**src/rtl/acc_ctl_pkg.sv**
```systemverilog
// Constants for the accumulator-adjust and processor-control unit
package acc_ctl_pkg;
  localparam logic [7:0] OP_IDLE    = 8'h00; // No-operation
  localparam logic [7:0] OP_DECADJ  = 8'h27; // Decimal adjust
  localparam logic [7:0] OP_INVERT  = 8'h2f; // One's complement
  localparam logic [7:0] OP_SETC    = 8'h37; // Set carry
  localparam logic [7:0] OP_CMPC    = 8'h3f; // Complement carry
  localparam logic [7:0] OP_HALT    = 8'h76; // Halt
  localparam logic [7:0] OP_MASK    = 8'hf3; // Mask interrupts
  localparam logic [7:0] OP_UNMASK  = 8'hfb; // Unmask interrupts
  localparam logic [7:0] OP_PREFIX  = 8'hed; // Extended prefix
  localparam logic [7:0] OP_NEGATE  = 8'h44; // Negate (after prefix)
  localparam logic [7:0] OP_MODE0   = 8'h46; // Select mode 0 (after prefix)
  localparam logic [7:0] OP_MODE1   = 8'h56; // Select mode 1 (after prefix)
  localparam logic [15:0] RESTART_ADDR = 16'h0038; // Mode 1 target
  localparam int unsigned T_PER_M   = 4;     // T states per machine cycle
  localparam logic [1:0]  T_LAST    = 2'h3;  // Last T state of a cycle
  localparam logic [7:0]  ACC_RESET = 8'hff; // Accumulator after reset
  localparam logic [7:0]  FLG_RESET = 8'hff; // Flags after reset
  localparam logic [15:0] PC_RESET  = 16'h0000; // Counter after reset
  // Flag bit positions
  localparam int unsigned F_C = 0;
  localparam int unsigned F_N = 1;
  localparam int unsigned F_P = 2;
  localparam int unsigned F_H = 4;
  localparam int unsigned F_Z = 6;
  localparam int unsigned F_S = 7;
endpackage

```
**src/rtl/acc_ctl_unit.sv**
```systemverilog
// Accumulator-adjust and processor-control execution unit
// Summary of operation
// - Add or subtract correction follows last arithmetic kind
// - Adjust adds 00/06/60/66 or 00/FA/A0/9A
// - Carry set when upper digit corrected
// - Half-carry follows correction table lower digit
// - Sign, zero, parity from result; subtract kept
// - Invert flips accumulator, sets half and subtract
// - Prefixed negate gives zero minus accumulator
// - Negate flags: subtract, carry, overflow, borrow
// - Complement carry; old carry into half-carry
// - Set carry; clear half-carry and subtract
// - Idle changes nothing, one machine cycle
// - Halt stops until interrupt or reset
// - Halted unit keeps running idle cycles
// - Mask clears both enable flip-flops
// - Masked requests ignored until unmask
// - Unmask sets both enable flip-flops
// - No acceptance during unmask or next instruction
// - Mode 0 takes first byte in acknowledge
// - Mode 1 restarts at fixed address
// - One or two four-T machine cycles
`timescale 1ns/100ps
`default_nettype none
module acc_ctl_unit (
  input  wire logic        clk,          // 100 MHz clock, one T state
  input  wire logic        rst,          // Synchronous reset
  input  wire logic [7:0]  data_in,      // Opcode byte bus
  input  wire logic        last_subtract,// Last arithmetic was subtract
  input  wire logic        irq_pin,      // Maskable request pin
  output logic             fetch,        // Opcode fetch cycle marker
  output logic             int_ack,      // Acknowledge cycle marker
  output logic             halted,       // Halt state
  output logic [7:0]       acc,          // Accumulator
  output logic [7:0]       flags,        // Flag register
  output logic [15:0]      pc,           // Program counter
  output logic             int_enable_ff_primary, // Enable flip-flop 1
  output logic             int_enable_ff_shadow,  // Enable flip-flop 2
  output logic             int_mode      // 0 or 1
);
  // Machine cycle kinds
  typedef enum logic [3:0] {
    ST_FETCH  = 4'b0001, // Opcode fetch
    ST_PREFIX = 4'b0010, // Second fetch after prefix
    ST_HALT   = 4'b0100, // Halted idle cycle
    ST_ACK    = 4'b1000  // Interrupt acknowledge
  } state_t;

  state_t      state, next_state;
  logic [1:0]  tcnt, next_tcnt;        // T state in machine cycle
  logic [7:0]  next_acc, next_flags;
  logic [15:0] next_pc;
  logic        next_int_enable_ff_primary, next_int_enable_ff_shadow, next_mode;
  logic        ei_hold, next_ei_hold;  // Unmask shadow pending
  logic        next_fetch, next_ack, next_halted;
  logic        irq_meta, irq_sync;     // Pin synchroniser
  logic        m_end;                  // Last T of machine cycle
  logic        take_irq;               // Accept at boundary
  // Decimal correction signals
  logic [3:0]  hi, lo;
  logic        cy, hc;
  logic [7:0]  corr, daa_res, neg_res;
  logic        daa_c, daa_h;

  // Synchronise request pin; first stage read only by second
  always_ff @(posedge clk) begin
    if (rst) begin
      irq_meta <= 1'b0;
      irq_sync <= 1'b0;
    end else begin
      irq_meta <= irq_pin;
      irq_sync <= irq_meta;
    end
  end

  assign m_end = (tcnt == acc_ctl_pkg::T_LAST);
  // Boundary sampling, gated by enable and unmask hold
  assign take_irq = irq_sync && int_enable_ff_primary && !ei_hold;
  assign hi = acc[7:4];
  assign lo = acc[3:0];
  assign cy = flags[acc_ctl_pkg::F_C];
  assign hc = flags[acc_ctl_pkg::F_H];
  assign neg_res = 8'h00 - acc;

  // Correction table; subtract side only reachable after subtract
  always_comb begin
    corr  = 8'h00;
    daa_c = 1'b0;
    daa_h = 1'b0;
    if (!last_subtract) begin
      if (cy || hi > 4'h9 || (hi == 4'h9 && lo > 4'h9)) begin
        corr  = 8'h60;
        daa_c = 1'b1;
      end
      if (hc || lo > 4'h9) begin
        corr  = corr | 8'h06;
        daa_h = (lo > 4'h9);
      end
    end else begin
      if (cy) begin
        corr  = 8'ha0;
        daa_c = 1'b1;
      end
      if (hc) begin
        corr  = cy ? 8'h9a : 8'hfa;
        daa_h = (lo < 4'h6);
      end
    end
  end
  assign daa_res = acc + corr; // wraps modulo 256

  // Next-state for sequencer, accumulator, flags and enables
  always_comb begin
    next_state  = state;
    next_tcnt   = tcnt + 2'h1;
    next_acc    = acc;     // nothing else written
    next_flags  = flags;
    next_pc     = pc;
    next_int_enable_ff_primary   = int_enable_ff_primary;
    next_int_enable_ff_shadow   = int_enable_ff_shadow;
    next_mode   = int_mode;
    next_ei_hold = ei_hold;
    next_ack    = 1'b0;
    next_halted = halted;
    if (m_end) begin
      next_tcnt = 2'h0;
      case (state)
        ST_FETCH, ST_HALT, ST_ACK: begin
          if (state == ST_FETCH) begin
            next_pc = pc + 16'h0001;
            next_ei_hold = 1'b0; // One instruction after unmask done
          end
          if (state == ST_ACK) begin
            if (int_mode) begin
              next_pc = acc_ctl_pkg::RESTART_ADDR;
            end else begin
              // Byte on bus is taken as the opcode below
              next_pc = pc;
            end
          end
          if (state == ST_HALT) begin
            next_state = ST_HALT; // idle cycles
          end else begin
            next_state = ST_FETCH;
          end
          // Halted cycles are idle: the bus byte is never decoded
          if (state != ST_HALT) begin
            if (state != ST_ACK || !int_mode) begin
              case (data_in)
                acc_ctl_pkg::OP_IDLE: begin
                  next_acc = acc;
                end
                acc_ctl_pkg::OP_DECADJ: begin
                  next_acc = daa_res;
                  next_flags[acc_ctl_pkg::F_C] = daa_c;
                  next_flags[acc_ctl_pkg::F_H] = daa_h;
                  next_flags[acc_ctl_pkg::F_S] = daa_res[7];
                  next_flags[acc_ctl_pkg::F_Z] = (daa_res == 8'h00);
                  next_flags[acc_ctl_pkg::F_P] = ~^daa_res;
                end
                acc_ctl_pkg::OP_INVERT: begin
                  next_acc = ~acc;
                  next_flags[acc_ctl_pkg::F_H] = 1'b1;
                  next_flags[acc_ctl_pkg::F_N] = 1'b1;
                end
                acc_ctl_pkg::OP_CMPC: begin
                  next_flags[acc_ctl_pkg::F_C] = ~cy;
                  next_flags[acc_ctl_pkg::F_H] = cy;
                  next_flags[acc_ctl_pkg::F_N] = 1'b0;
                end
                acc_ctl_pkg::OP_SETC: begin
                  next_flags[acc_ctl_pkg::F_C] = 1'b1;
                  next_flags[acc_ctl_pkg::F_H] = 1'b0;
                  next_flags[acc_ctl_pkg::F_N] = 1'b0;
                end
                acc_ctl_pkg::OP_HALT: begin
                  next_state  = ST_HALT;
                  next_halted = 1'b1;
                end
                acc_ctl_pkg::OP_MASK: begin
                  next_int_enable_ff_primary = 1'b0;
                  next_int_enable_ff_shadow = 1'b0;
                end
                acc_ctl_pkg::OP_UNMASK: begin
                  next_int_enable_ff_primary = 1'b1;
                  next_int_enable_ff_shadow = 1'b1;
                  next_ei_hold = 1'b1;
                end
                acc_ctl_pkg::OP_PREFIX: begin
                  next_state = ST_PREFIX;
                end
                default: begin
                  next_acc = acc; // Other groups not handled here
                end
              endcase
            end
          end
          // Accept at boundary; halt left by accepted interrupt
          if (next_state == ST_FETCH || next_state == ST_HALT) begin
            if (take_irq && next_ei_hold == 1'b0) begin
              next_state  = ST_ACK;
              next_ack    = 1'b1;
              next_halted = 1'b0;
              next_int_enable_ff_primary   = 1'b0;
              next_int_enable_ff_shadow   = 1'b0;
            end
          end
        end
        ST_PREFIX: begin
          next_pc    = pc + 16'h0001;
          next_state = ST_FETCH;
          case (data_in)
            acc_ctl_pkg::OP_NEGATE: begin
              next_acc = neg_res;
              next_flags[acc_ctl_pkg::F_S] = neg_res[7];
              next_flags[acc_ctl_pkg::F_Z] = (neg_res == 8'h00);
              next_flags[acc_ctl_pkg::F_H] = (lo != 4'h0);
              next_flags[acc_ctl_pkg::F_P] = (acc == 8'h80);
              next_flags[acc_ctl_pkg::F_N] = 1'b1;
              next_flags[acc_ctl_pkg::F_C] = (acc != 8'h00);
            end
            acc_ctl_pkg::OP_MODE0: next_mode = 1'b0;
            acc_ctl_pkg::OP_MODE1: next_mode = 1'b1;
            default: next_mode = int_mode;
          endcase
        end
        default: next_state = ST_FETCH;
      endcase
    end
    next_fetch = (next_tcnt == 2'h0) && (next_state == ST_FETCH
                 || next_state == ST_PREFIX);
    if (next_tcnt != 2'h0) begin
      next_ack = int_ack;
      next_fetch = fetch;
    end
  end

  // Register all state
  always_ff @(posedge clk) begin
    if (rst) begin
      state   <= ST_FETCH;
      tcnt    <= 2'h0;
      acc     <= acc_ctl_pkg::ACC_RESET;
      flags   <= acc_ctl_pkg::FLG_RESET;
      pc      <= acc_ctl_pkg::PC_RESET;
      int_enable_ff_primary <= 1'b0;
      int_enable_ff_shadow  <= 1'b0;
      int_mode <= 1'b0;
      ei_hold  <= 1'b0;
      fetch    <= 1'b1;
      int_ack  <= 1'b0;
      halted   <= 1'b0;
    end else begin
      state   <= next_state;
      tcnt    <= next_tcnt;
      acc     <= next_acc;
      flags   <= next_flags;
      pc      <= next_pc;
      int_enable_ff_primary <= next_int_enable_ff_primary;
      int_enable_ff_shadow  <= next_int_enable_ff_shadow;
      int_mode <= next_mode;
      ei_hold  <= next_ei_hold;
      fetch    <= next_fetch;
      int_ack  <= next_ack;
      halted   <= next_halted;
    end
  end

  // Checks
  property p_unmask_sets;
    @(posedge clk) disable iff (rst)
    (m_end && state == ST_FETCH && data_in == acc_ctl_pkg::OP_UNMASK
     && !take_irq) |=> int_enable_ff_primary && int_enable_ff_shadow;
  endproperty
  a_unmask_sets: assert property (p_unmask_sets)
    else $error("unmask did not set enables");
  property p_mask_clears;
    @(posedge clk) disable iff (rst)
    (m_end && state == ST_FETCH && data_in == acc_ctl_pkg::OP_MASK)
    |=> !int_enable_ff_primary && !int_enable_ff_shadow;
  endproperty
  a_mask_clears: assert property (p_mask_clears)
    else $error("mask did not clear enables");
  property p_no_ack_masked;
    @(posedge clk) disable iff (rst)
    (!int_enable_ff_primary && state != ST_ACK) |=> !int_ack;
  endproperty
  a_no_ack_masked: assert property (p_no_ack_masked)
    else $error("acknowledge while masked");
  property p_cycle_len;
    @(posedge clk) disable iff (rst) m_end |=> (tcnt == 2'h0) [*1] ##3 m_end;
  endproperty
  a_cycle_len: assert property (p_cycle_len)
    else $error("machine cycle not four T states");
  property p_mode1_restart;
    @(posedge clk) disable iff (rst)
    (state == ST_ACK && m_end && int_mode) |=> pc == acc_ctl_pkg::RESTART_ADDR;
  endproperty
  a_mode1_restart: assert property (p_mode1_restart)
    else $error("mode 1 restart address wrong");
  property p_negate;
    @(posedge clk) disable iff (rst)
    (state == ST_PREFIX && m_end && data_in == acc_ctl_pkg::OP_NEGATE)
    |=> acc == 8'h00 - $past(acc) && flags[acc_ctl_pkg::F_N]
        && flags[acc_ctl_pkg::F_C] == ($past(acc) != 8'h00);
  endproperty
  a_negate: assert property (p_negate)
    else $error("negate result or flags wrong");
  property p_invert;
    @(posedge clk) disable iff (rst)
    (state == ST_FETCH && m_end && data_in == acc_ctl_pkg::OP_INVERT
     && !take_irq) |=> acc == ~$past(acc)
     && flags[acc_ctl_pkg::F_C] == $past(flags[acc_ctl_pkg::F_C]);
  endproperty
  a_invert: assert property (p_invert)
    else $error("invert wrong");
  property p_halt_stays;
    @(posedge clk) disable iff (rst)
    (halted && !take_irq) |=> halted || int_ack;
  endproperty
  a_halt_stays: assert property (p_halt_stays)
    else $error("halt left without interrupt");
  property p_halt_idle;
    @(posedge clk) disable iff (rst)
    (state == ST_HALT && m_end) |=> acc == $past(acc) && flags == $past(flags);
  endproperty
  a_halt_idle: assert property (p_halt_idle)
    else $error("halted cycle changed accumulator or flags");
  c_ack: cover property (@(posedge clk) int_ack);
  c_halt: cover property (@(posedge clk) halted ##[1:40] int_ack);
  c_neg: cover property (@(posedge clk) state == ST_PREFIX && m_end);
endmodule // acc_ctl_unit
`default_nettype wire

```
**config.mk**
```make
export PLATFORM = sky130hd
export DESIGN_NAME = acc_ctl_unit
export DESIGN_NICKNAME = d
export VERILOG_FILES = /design/src/rtl/acc_ctl_pkg.sv /design/src/rtl/acc_ctl_unit.sv
export SDC_FILE = /design/constraint.sdc
export NUM_CORES = 1
export LEC_CHECK = 0
export BUFFER_PORTS_ARGS = -buffer_cell sky130_fd_sc_hd__buf_4
export CELL_PAD_IN_SITES_DETAIL_PLACEMENT = 1
export CELL_PAD_IN_SITES_GLOBAL_PLACEMENT = 2
export CORE_ASPECT_RATIO = 0.9
export CORE_UTILIZATION = 33
export DETAILED_ROUTE_END_ITERATION = 10
export GPL_ROUTABILITY_DRIVEN = 0
export GPL_TIMING_DRIVEN = 0
export PLACE_DENSITY_LB_ADDON = 0.1
export SLEW_MARGIN = 20
export SYNTH_ARGS = -nofsm -noshare
export SYNTH_HDL_FRONTEND = slang
export SYNTH_SLANG_ARGS = --single-unit
export TNS_END_PERCENT = 50
```
**constraint.sdc**
```tcl
create_clock -name clk -period 3.96 [get_ports clk]
set_clock_uncertainty 0.2 [all_clocks]
set_input_delay 0.792 -clock clk [delete_from_list [all_inputs] [get_ports clk]]
set_output_delay 0.792 -clock clk [all_outputs]
set_load 0.02 [all_outputs]
```
==> results of run 1 <==
-- cell type report --
class	count	area, um^2	share of cell area
plain buffers	22	115	0.0307
clock buffers	6	72.6	0.0193
clock inverters	2	38.8	0.0103
inverters	23	86.3	0.0230
multi-input cells	316	2050	0.548
flip-flops and latches	45	902	0.240
well taps	122	153	0.0407
repair buffers	44	330	0.0880
-- critical path, cell delays in order (launching register included) --
cell      delay (ps)
dfxtp_1          380
inv_1            150
ha_4             210
o21bai_2         120
a211o_1          310
nor2_1           140
a21oi_1           80
ha_1             340
inv_1            120
or3_1            360
mux2i_1          200
nor2_1            80
ha_1             320
xor2_1           170
xnor2_1          190
o221a_2          210
o21ai_1           60
-- cell usage in the layout (no fill, tap or decap), types with 6 or more instances in the layout --
| cell type | count |
|---|---|
| nand3_1 | 19 |
| inv_1 | 23 |
| xnor2_1 | 16 |
| nor2b_1 | 8 |
| ha_1 | 15 |
| o21ai_0 | 22 |
| dfxtp_1 | 44 |
| nor2_1 | 43 |
| nor3_1 | 13 |
| and3_1 | 6 |
| clkbuf_1 | 14 |
| a21oi_1 | 25 |
| or3_1 | 12 |
| o211ai_1 | 6 |
| buf_4 | 48 |
| nand2_1 | 35 |
-- per-stage QoR --
step / utilization / setup TNS, ps / std cells
finish: 0.409 / 0 / 580
global placement: 0.394 / -61.9 / 572
CTS: 0.407 / 0 / 580
floorplan: - / 0 / 406
global route: 0.409 / 0 / 580
detailed placement: 0.394 / -98.3 / 572
-- path summary, 6_finish.rpt --
path | start | end | slack (ps) | cells past startpoint
setup / recovery | acc[0] | flags[2] | 210 | 16
hold / removal | tcnt[0] | tcnt[0] | 240 | 1
setup reg to reg | acc[0] | flags[2] | 210 | 16
hold reg to reg | tcnt[0] | tcnt[0] | 240 | 1
-- cell usage after synthesis (all sizes together) (5+ instances only) --
cell | instances | area (um^2)
clkbuf | 14 | 53.8
dfxtp | 45 | 901
a21oi | 26 | 130
inv | 23 | 86.3
nand2 | 35 | 131
o21a | 5 | 37.5
nor3 | 14 | 70.1
xor2 | 5 | 43.8
o22ai | 5 | 31.3
a211oi | 5 | 47.5
nor2 | 43 | 161
o21ai | 24 | 120
buf | 8 | 61.3
o211ai | 7 | 57.6
nor4 | 6 | 52.6
and3 | 6 | 37.5
or3 | 12 | 75.1
ha | 16 | 200
nor2b | 8 | 50.1
xnor2 | 16 | 140
nand3 | 19 | 95.1
-- sequential cells by signal (all words and copies together) (netlist names), 2 cells and up --
| signal | cells |
|---|---|
| acc | 8 |
| flags | 6 |
| pc | 16 |
| state | 4 |
| tcnt | 2 |
-- metal layers --
layer  up-vias  routed length (um)  GRT usage
met1      1522                5240      0.302
met5         -                   0          0
met3         6                 396     0.0352
li1       1557                   -          -
met4         0                  57     0.0387
met2        50                4090      0.310
-- report_power, final --
group	leakage (nW)	internal (mW)	switching, mW	total [mW]
Clock	0.0554	0.190	0.174	0.364
Sequential	0.364	0.458	0.00402	0.462
Combinational	1.05	0.0503	0.0766	0.127
Total	1.47	0.698	0.255	0.952
-- kinds of logic after synthesis --
family / synth area share
muxes: 0.0128
AOI/OAI and AO/OA: 0.218
DFF: 0.288
and+or+nand+nor: 0.293
other: 0.00120
adders and majority gates: 0.0640
xor gates and xnor gates: 0.0588
buffers and inverters: 0.0644
-- what timing repair did --
| item | 4_1_cts | 5_1_grt |
|---|---|---|
| endpoints found under the setup margin | 1 | 2 |
| pin swaps | 0 | 0 |
| gates resized for setup | 1 | 6 |
==> flow_summary.toml, run 1 <==
[floorplan]
die_y_um = 94.3
die_w_um = 105
num_rows = 33
dieArea_um2 = 9870
start_util = 0.341
io_pins = 50
core_area_um2 = 9170

[grt]
grt_start_max_net_pins = 15
grt-ovfl-total = 0
grt_pass1_vias = 3010
track_usage = 0.204
grt_pass1_wl_um = 15900
grt_antenna_before_repair = 0

[detailed_routing]
detail-route-antenna-nets = 0
firstDrtPassIters = 4
num_vias = 3135
drt_iter0_drc = 124
wl_um = 9780
via_per_inst = 5.41
routedWlPerCell_um = 16.9
drc_errors = 0

[sta]
setup_slack_ps = 205
slew_violations = 0
hold_viol = 0
hold-worst-slack_ps = 236
setup_viol = 0
fin_crit_ps = 3750
grt_setup_unrepaired = "false"
timing.final.crit_share = 0.948
worst_pin_slew_ps = 911
slew_headroom = 0.387
fmaxAchievable_mhz = 266

[run_status]
status = "finished, final reports clean"

[cts]
postCtsSetupBuffers = 0
htree_levels = 2
numCtsBuffers = 5
ctsHoldBuffers = 0
clockBufferDepth = 2
root_buffer = "clkbuf_8"
cts_tree = "yes"
clkLatencyLatePin_ps = 310
numClockSinks = 45
clk_pin_slew_ps = 100

[place]
placement.io_buffers = 44
placed_cell_area_um2 = 3610
pre_cts_ws_ps = -98.3
place_hpwl_um = 7440

[final_layout]
num-fill-cells = 1161
area_growth_pct = 20.0
antenna_cells = 0
drive_gt1_frac = 0.168
design_area_um2 = 3750
nets = 485

[synth]
synth.distinct_cells = 64
ys_seq_area_frac = 0.288
synth.avg_cell_area_um2 = 7.72
synth-edff-count = 0
async_flop_share = 0
syn-cell-area_um2 = 3130
ys_warn_count = 0
ys.flop_type = "dfxtp_1"
synthCells = 405
ys_ff_latch = 45

[hold_path]
hp-class = "flip-flop to flip-flop"

[worst_setup_path]
critPathLaunchType = "flip-flop"
worstSetupEndpointType = "flip-flop"
arrival_ps = 3730
crit_fanout = 7
crit_required_ps = 3930
path_class = "flip-flop to flip-flop"

[run]
drv_cap = 0

[pwr]
p_leak_nw = 1.47
p_per_area_nw_per_um2 = 254
vdd_ir_drop_max_mv = 0.125
totalPowerFinal_uw = 952
Note: power is estimated with default switching activity, not from simulation.
==> inputs of run 2 (changes only) <==
- REMOVE_ABC_BUFFERS: not set -> 1
- SETUP_SLACK_MARGIN: not set -> 0.1
==> flow_summary.toml, run 2 (same netlist as run 1, synthesis figures left out) <==
[run_status]
status = "finished, final reports clean"

[worst_setup_path]
crit_required_ps = 3990
crit_family = "compound AO/OA/AOI/OAI gates"
worst_path_largest_cell_delay_ps = 370
cp_num_buf_inv = 2
critPathLaunchType = "flip-flop"
worstSetupEndpointType = "flip-flop"
arrival_ps = 3590
r2r_slack_ps = 400
crit_fanout = 8
crit_chain = "inv_1, ha_4, o21bai_2, a211o_1, nor2_2, a21oi_2, ha_1, inv_1, or3_1, mux2i_1, nor2_1, ha_1, xor2_1, xnor2_1, o221a_2, o21ai_1"
path_class = "flip-flop to flip-flop"
slowest_stage = "dfxtp_2"

[final_layout]
final_common_cell = "buf_4"
num-fill-cells = 1181
antenna_cells = 0
drive_gt1_frac = 0.188
nets = 469
reg_top3 = "pc x16, acc x8, flags x6"
regMostFlops = "pc"
layout_common_cells = "buf_4, nor2_1, dfxtp_1, nand2_1, a21oi_1"
largest_reg_flops = 16
area_growth_pct = 18.2

[grt]
grt_pass1_wl_um = 15100
grt_start_max_net_pins = 28
grt-ovfl-total = 0
track_usage = 0.190
grt_antenna_before_repair = 0
grt_pass1_vias = 2911

[sta]
timing.final.crit_share = 0.899
worst_pin_slew_ps = 802
tns_ps = 0
slew_violations = 0
hold_viol = 0
fin_crit_ps = 3560
setup_slack_ps = 399
setup_viol = 0
grt_setup_unrepaired = "false"
slew_headroom = 0.460
fmaxAchievable_mhz = 281
hold-worst-slack_ps = 234

[place]
placement.io_buffers = 47
place_hpwl_um = 6780
pre_cts_ws_ps = -102

[pwr]
totalPowerFinal_uw = 936
p_per_area_nw_per_um2 = 253
p_leak_nw = 1.44
vdd_ir_drop_max_mv = 0.159

[detailed_routing]
via_per_inst = 5.33
drt_iter0_drc = 140
num_vias = 3001
wl_um = 9030
firstDrtPassIters = 4
drc_errors = 0
routedWlPerCell_um = 16.0
detail-route-antenna-nets = 0

[floorplan]
die_w_um = 105
dieArea_um2 = 9870
die_y_um = 94.3
start_util = 0.341
core_area_um2 = 9170
io_pins = 50
num_rows = 33

[cts]
htree_levels = 2
clockBufferDepth = 2
clk_pin_slew_ps = 90
root_buffer = "clkbuf_8"
numCtsBuffers = 5
clkLatencyLatePin_ps = 300
ctsHoldBuffers = 0
numClockSinks = 45
cts_tree = "yes"

[hold_path]
hp-class = "flip-flop to flip-flop"

[run]
drv_cap = 0
[run 2: cell types whose count changed in the layout (fill, tap and decap cells not counted), sizes merged]
cell and change:
clkbuf -15, buf -2
[run 2: repair_timing]
action,4_1_cts,5_1_grt
resized for setup,5,11
setup endpoints to repair,1,1
setup buffers,0,3
pin swaps,0,3
[run 2: worst reg2reg max path: cells and delay by family (launching register included)]
kind            cells  cell delay [ps]
compound gates      5              850
xor+xnor            2              300
fa+ha+maj           3              800
buf+inv             2              220
flops               1              370
mux                 1              180
simple gates        3              550
[run 2: layout make-up]
class                   count  area, um^2  share of cell area
clock buffers               5        68.8              0.0186
clock inverters             2        35.0             0.00948
inverters                  23        86.3              0.0234
multi-input cells         316        2070               0.561
flip-flops and latches     45         905               0.245
well taps                 122         153              0.0413
repair buffers             50         375               0.102
[run 2: where the power goes]
group          internal [mW]  switching, mW  leakage [nW]
Clock                  0.184          0.163        0.0540
Combinational         0.0526         0.0755          1.02
Sequential             0.458        0.00409         0.363
[run 2: stage by stage]
stage / instances / util / instance area, um^2
global placement: 553 / 0.384 / 3520
CTS: 560 / 0.397 / 3640
finish: 563 / 0.403 / 3700
global route: 563 / 0.403 / 3700
floorplan: 384 / - / 3020
detailed placement: 553 / 0.384 / 3520
[run 2: path summary, 6_finish.rpt]
kind | from | end | depth (start not counted)
worst max-delay path | acc[1] | flags[2] | 16
worst min-delay path | tcnt[0] | tcnt[0] | 1
worst max register to register | acc[1] | flags[2] | 16
worst min register to register | tcnt[0] | tcnt[0] | 1
[run 2: layer usage]
layer	track usage	wire length [um]
met1	0.277	4860
met5	0	0
met4	0.0352	45
met3	0.0276	235
met2	0.298	3890
==> inputs of run 3 (changes only) <==
- ABC_AREA: not set -> 1
- CORE_UTILIZATION: 33 -> 30
==> flow_summary.toml, run 3 <==
[synth]
ys_ff_latch = 45
synth_top_family_by_area = "simple AND/OR/NAND/NOR gates"
async_flop_share = 0
synth.most_common_cell = "nand2_1"
yosys.area_share.simple = 0.360
synth.distinct_cells = 42
ys.flop_type = "dfxtp_1"
ys_warn_count = 0
synth_area_leaders = "dfxtp_1, nand2_1, inv_1"
yosys.area.top_type_share = 0.288
synthCells = 490
ys_seq_area_frac = 0.288
muxShareOfSynthArea = 0
synth_xor_area_frac = 0.0337
synth_common_cells = "nand2_1, inv_1, nor2_1"
synthAdderAreaFrac = 0.0641
syn-cell-area_um2 = 3120
synth.avg_cell_area_um2 = 6.37
yosysTopAreaCell = "dfxtp_1"
synth-edff-count = 0
synth_compound_area_frac = 0.142

[cts]
root_buffer = "clkbuf_16"
cts_tree = "yes"
clkLatencyLatePin_ps = 290
htree_levels = 2
ctsHoldBuffers = 0
clk_pin_slew_ps = 60
numClockSinks = 45
numCtsBuffers = 5
clockBufferDepth = 2

[final_layout]
drive_gt1_frac = 0.139
layout_common_cells = "nand2_1, inv_1, nor2_1, buf_4, dfxtp_1"
antenna_cells = 0
nets = 561
regMostFlops = "pc"
reg_top3 = "pc x16, acc x8, flags x6"
largest_reg_flops = 16
final_common_cell = "nand2_1"
area_growth_pct = 18.8
design_area_um2 = 3710

[hold_path]
hp-class = "flip-flop to flip-flop"
hp-start = "irq_meta"
holdPathStages = 2
worstHoldEndpoint = "irq_sync"

[worst_setup_path]
r2r-start = "acc[7]"
cp_num_cells = 19
arrival_ps = 3530
worstReg2RegEnd = "flags[2]"
slowest_stage = "dfxtp_1"
worst_path_largest_cell_delay_ps = 510
critPathLaunchType = "flip-flop"
crit_required_ps = 3920
crit_family = "simple AND/OR/NAND/NOR gates"
cp_num_buf_inv = 2
cpMostUsedCell = "nand2_1"
crit_chain = "inv_1, nor3_1, nand3_1, nand4_1, o21ai_0, inv_1, ha_1, a21oi_1, a21boi_2, nand2_1, nand2_1, nand2_1, ha_1, xnor2_2, a21oi_1, o21ai_0, o31ai_1, nand2_1, nand3_1"
r2r_slack_ps = 390
worstSetupEndpointType = "flip-flop"
crit_fanout = 7
path_class = "flip-flop to flip-flop"
ff2ff_path_depth = 19

[grt]
grt_antenna_before_repair = 0
grt_pass1_wl_um = 15900
grt_start_max_net_pins = 29
grt-ovfl-total = 0
track_usage = 0.190
grt_pass1_vias = 3221

[floorplan]
io_pins = 50
die_y_um = 98.8
die_w_um = 110
core_area_um2 = 9870
start_util = 0.316
num_rows = 34
dieArea_um2 = 10800

[detailed_routing]
via_per_inst = 4.93
routedWlPerCell_um = 14.5
wl_um = 9520
firstDrtPassIters = 4
detail-route-antenna-nets = 0
drt_iter0_drc = 109
num_vias = 3246
drc_errors = 0

[sta]
slew_violations = 0
timing.final.crit_share = 0.902
setup_viol = 0
tns_ps = 0
fmaxAchievable_mhz = 280
hold_viol = 0
worst_pin_slew_ps = 657
grt_setup_unrepaired = "false"
slew_headroom = 0.557
fin_crit_ps = 3570

[place]
placed_cell_area_um2 = 3570
placement.io_buffers = 47
place_hpwl_um = 7510

[pwr]
p_leak_nw = 1.81
vdd_ir_drop_max_mv = 0.139
p_per_area_nw_per_um2 = 266

[run_status]
status = "finished, final reports clean"

[run]
drv_cap = 0
-- run 3: per-layer routing --
| metal | track usage | wire (um) | part of all wire | vias to the layer above |
|---|---|---|---|---|
| met5 | 0 | 0 | 0 | - |
| met3 | 0.0311 | 297 | 0.031 | 8 |
| met4 | 0.0544 | 105 | 0.011 | 0 |
| met2 | 0.282 | 3950 | 0.41 | 51 |
| li1 | - | - | - | 1664 |
| met1 | 0.280 | 5170 | 0.54 | 1523 |
-- run 3: layout make-up --
class | count | area (um^2)
fill | 1316 | 6160
multi-input combinational | 361 | 1900
sequential | 45 | 901
timing repair buffer | 47 | 353
inverter | 73 | 274
tap | 126 | 158
clock buffer | 5 | 125
clock inverter | 1 | 5.00
-- run 3: worst register-to-register path: cells and delay by family (launching register included) --
kind / cells / cell delay, ps
simple gates: 8 / 990
flops: 1 / 510
buf+inv: 2 / 250
xor+xnor: 1 / 170
compound gates: 6 / 720
fa+ha+maj: 2 / 600
-- run 3: repair_timing --
action                     CTS  global route
buffers inserted             0             0
hold endpoints to repair     0             0
setup endpoints to repair    0             1
gates resized for setup      0             5
-- run 3: worst max-delay path by stage --
stage	slack, ps	from	endpoint
after floorplan	700	acc[1]	flags[2]
after global placement	320	last_subtract	flags[2]
after detailed placement	270	last_subtract	flags[2]
after CTS	240	acc[0]	flags[2]
after global routing	110	acc[0]	flags[2]
final	390	acc[7]	flags[2]
-- run 3: power by group --
| group | switching (mW) | internal (mW) |
|---|---|---|
| registers | 0.00280 | 0.458 |
| clock network | 0.177 | 0.226 |
| logic | 0.0784 | 0.0464 |
-- run 3: cell families after synthesis --
kind of cell | Yosys count
AO/OA/AOI/OAI | 82
XOR/XNOR | 12
adder cells (fa/ha/maj) | 16
buffers and inverters | 85
flip-flops | 45
other | 1
AND/OR/NAND/NOR | 249
-- run 3: per-stage QoR --
stage / power [mW] / worst slack, ps / instances / util / hold WS (ps)
4_1_cts: 1.00 / 238 / 658 / 0.374 / 208
5_1_grt: 1.04 / 109 / 658 / 0.376 / 237
3_5_place_dp: 0.591 / 270 / 652 / 0.361 / 199
2_1_floorplan: 0.548 / 703 / 479 / - / 188
6_report: 0.988 / 387 / 658 / 0.376 / 205
3_3_place_gp: 0.589 / 321 / 652 / 0.361 / 191
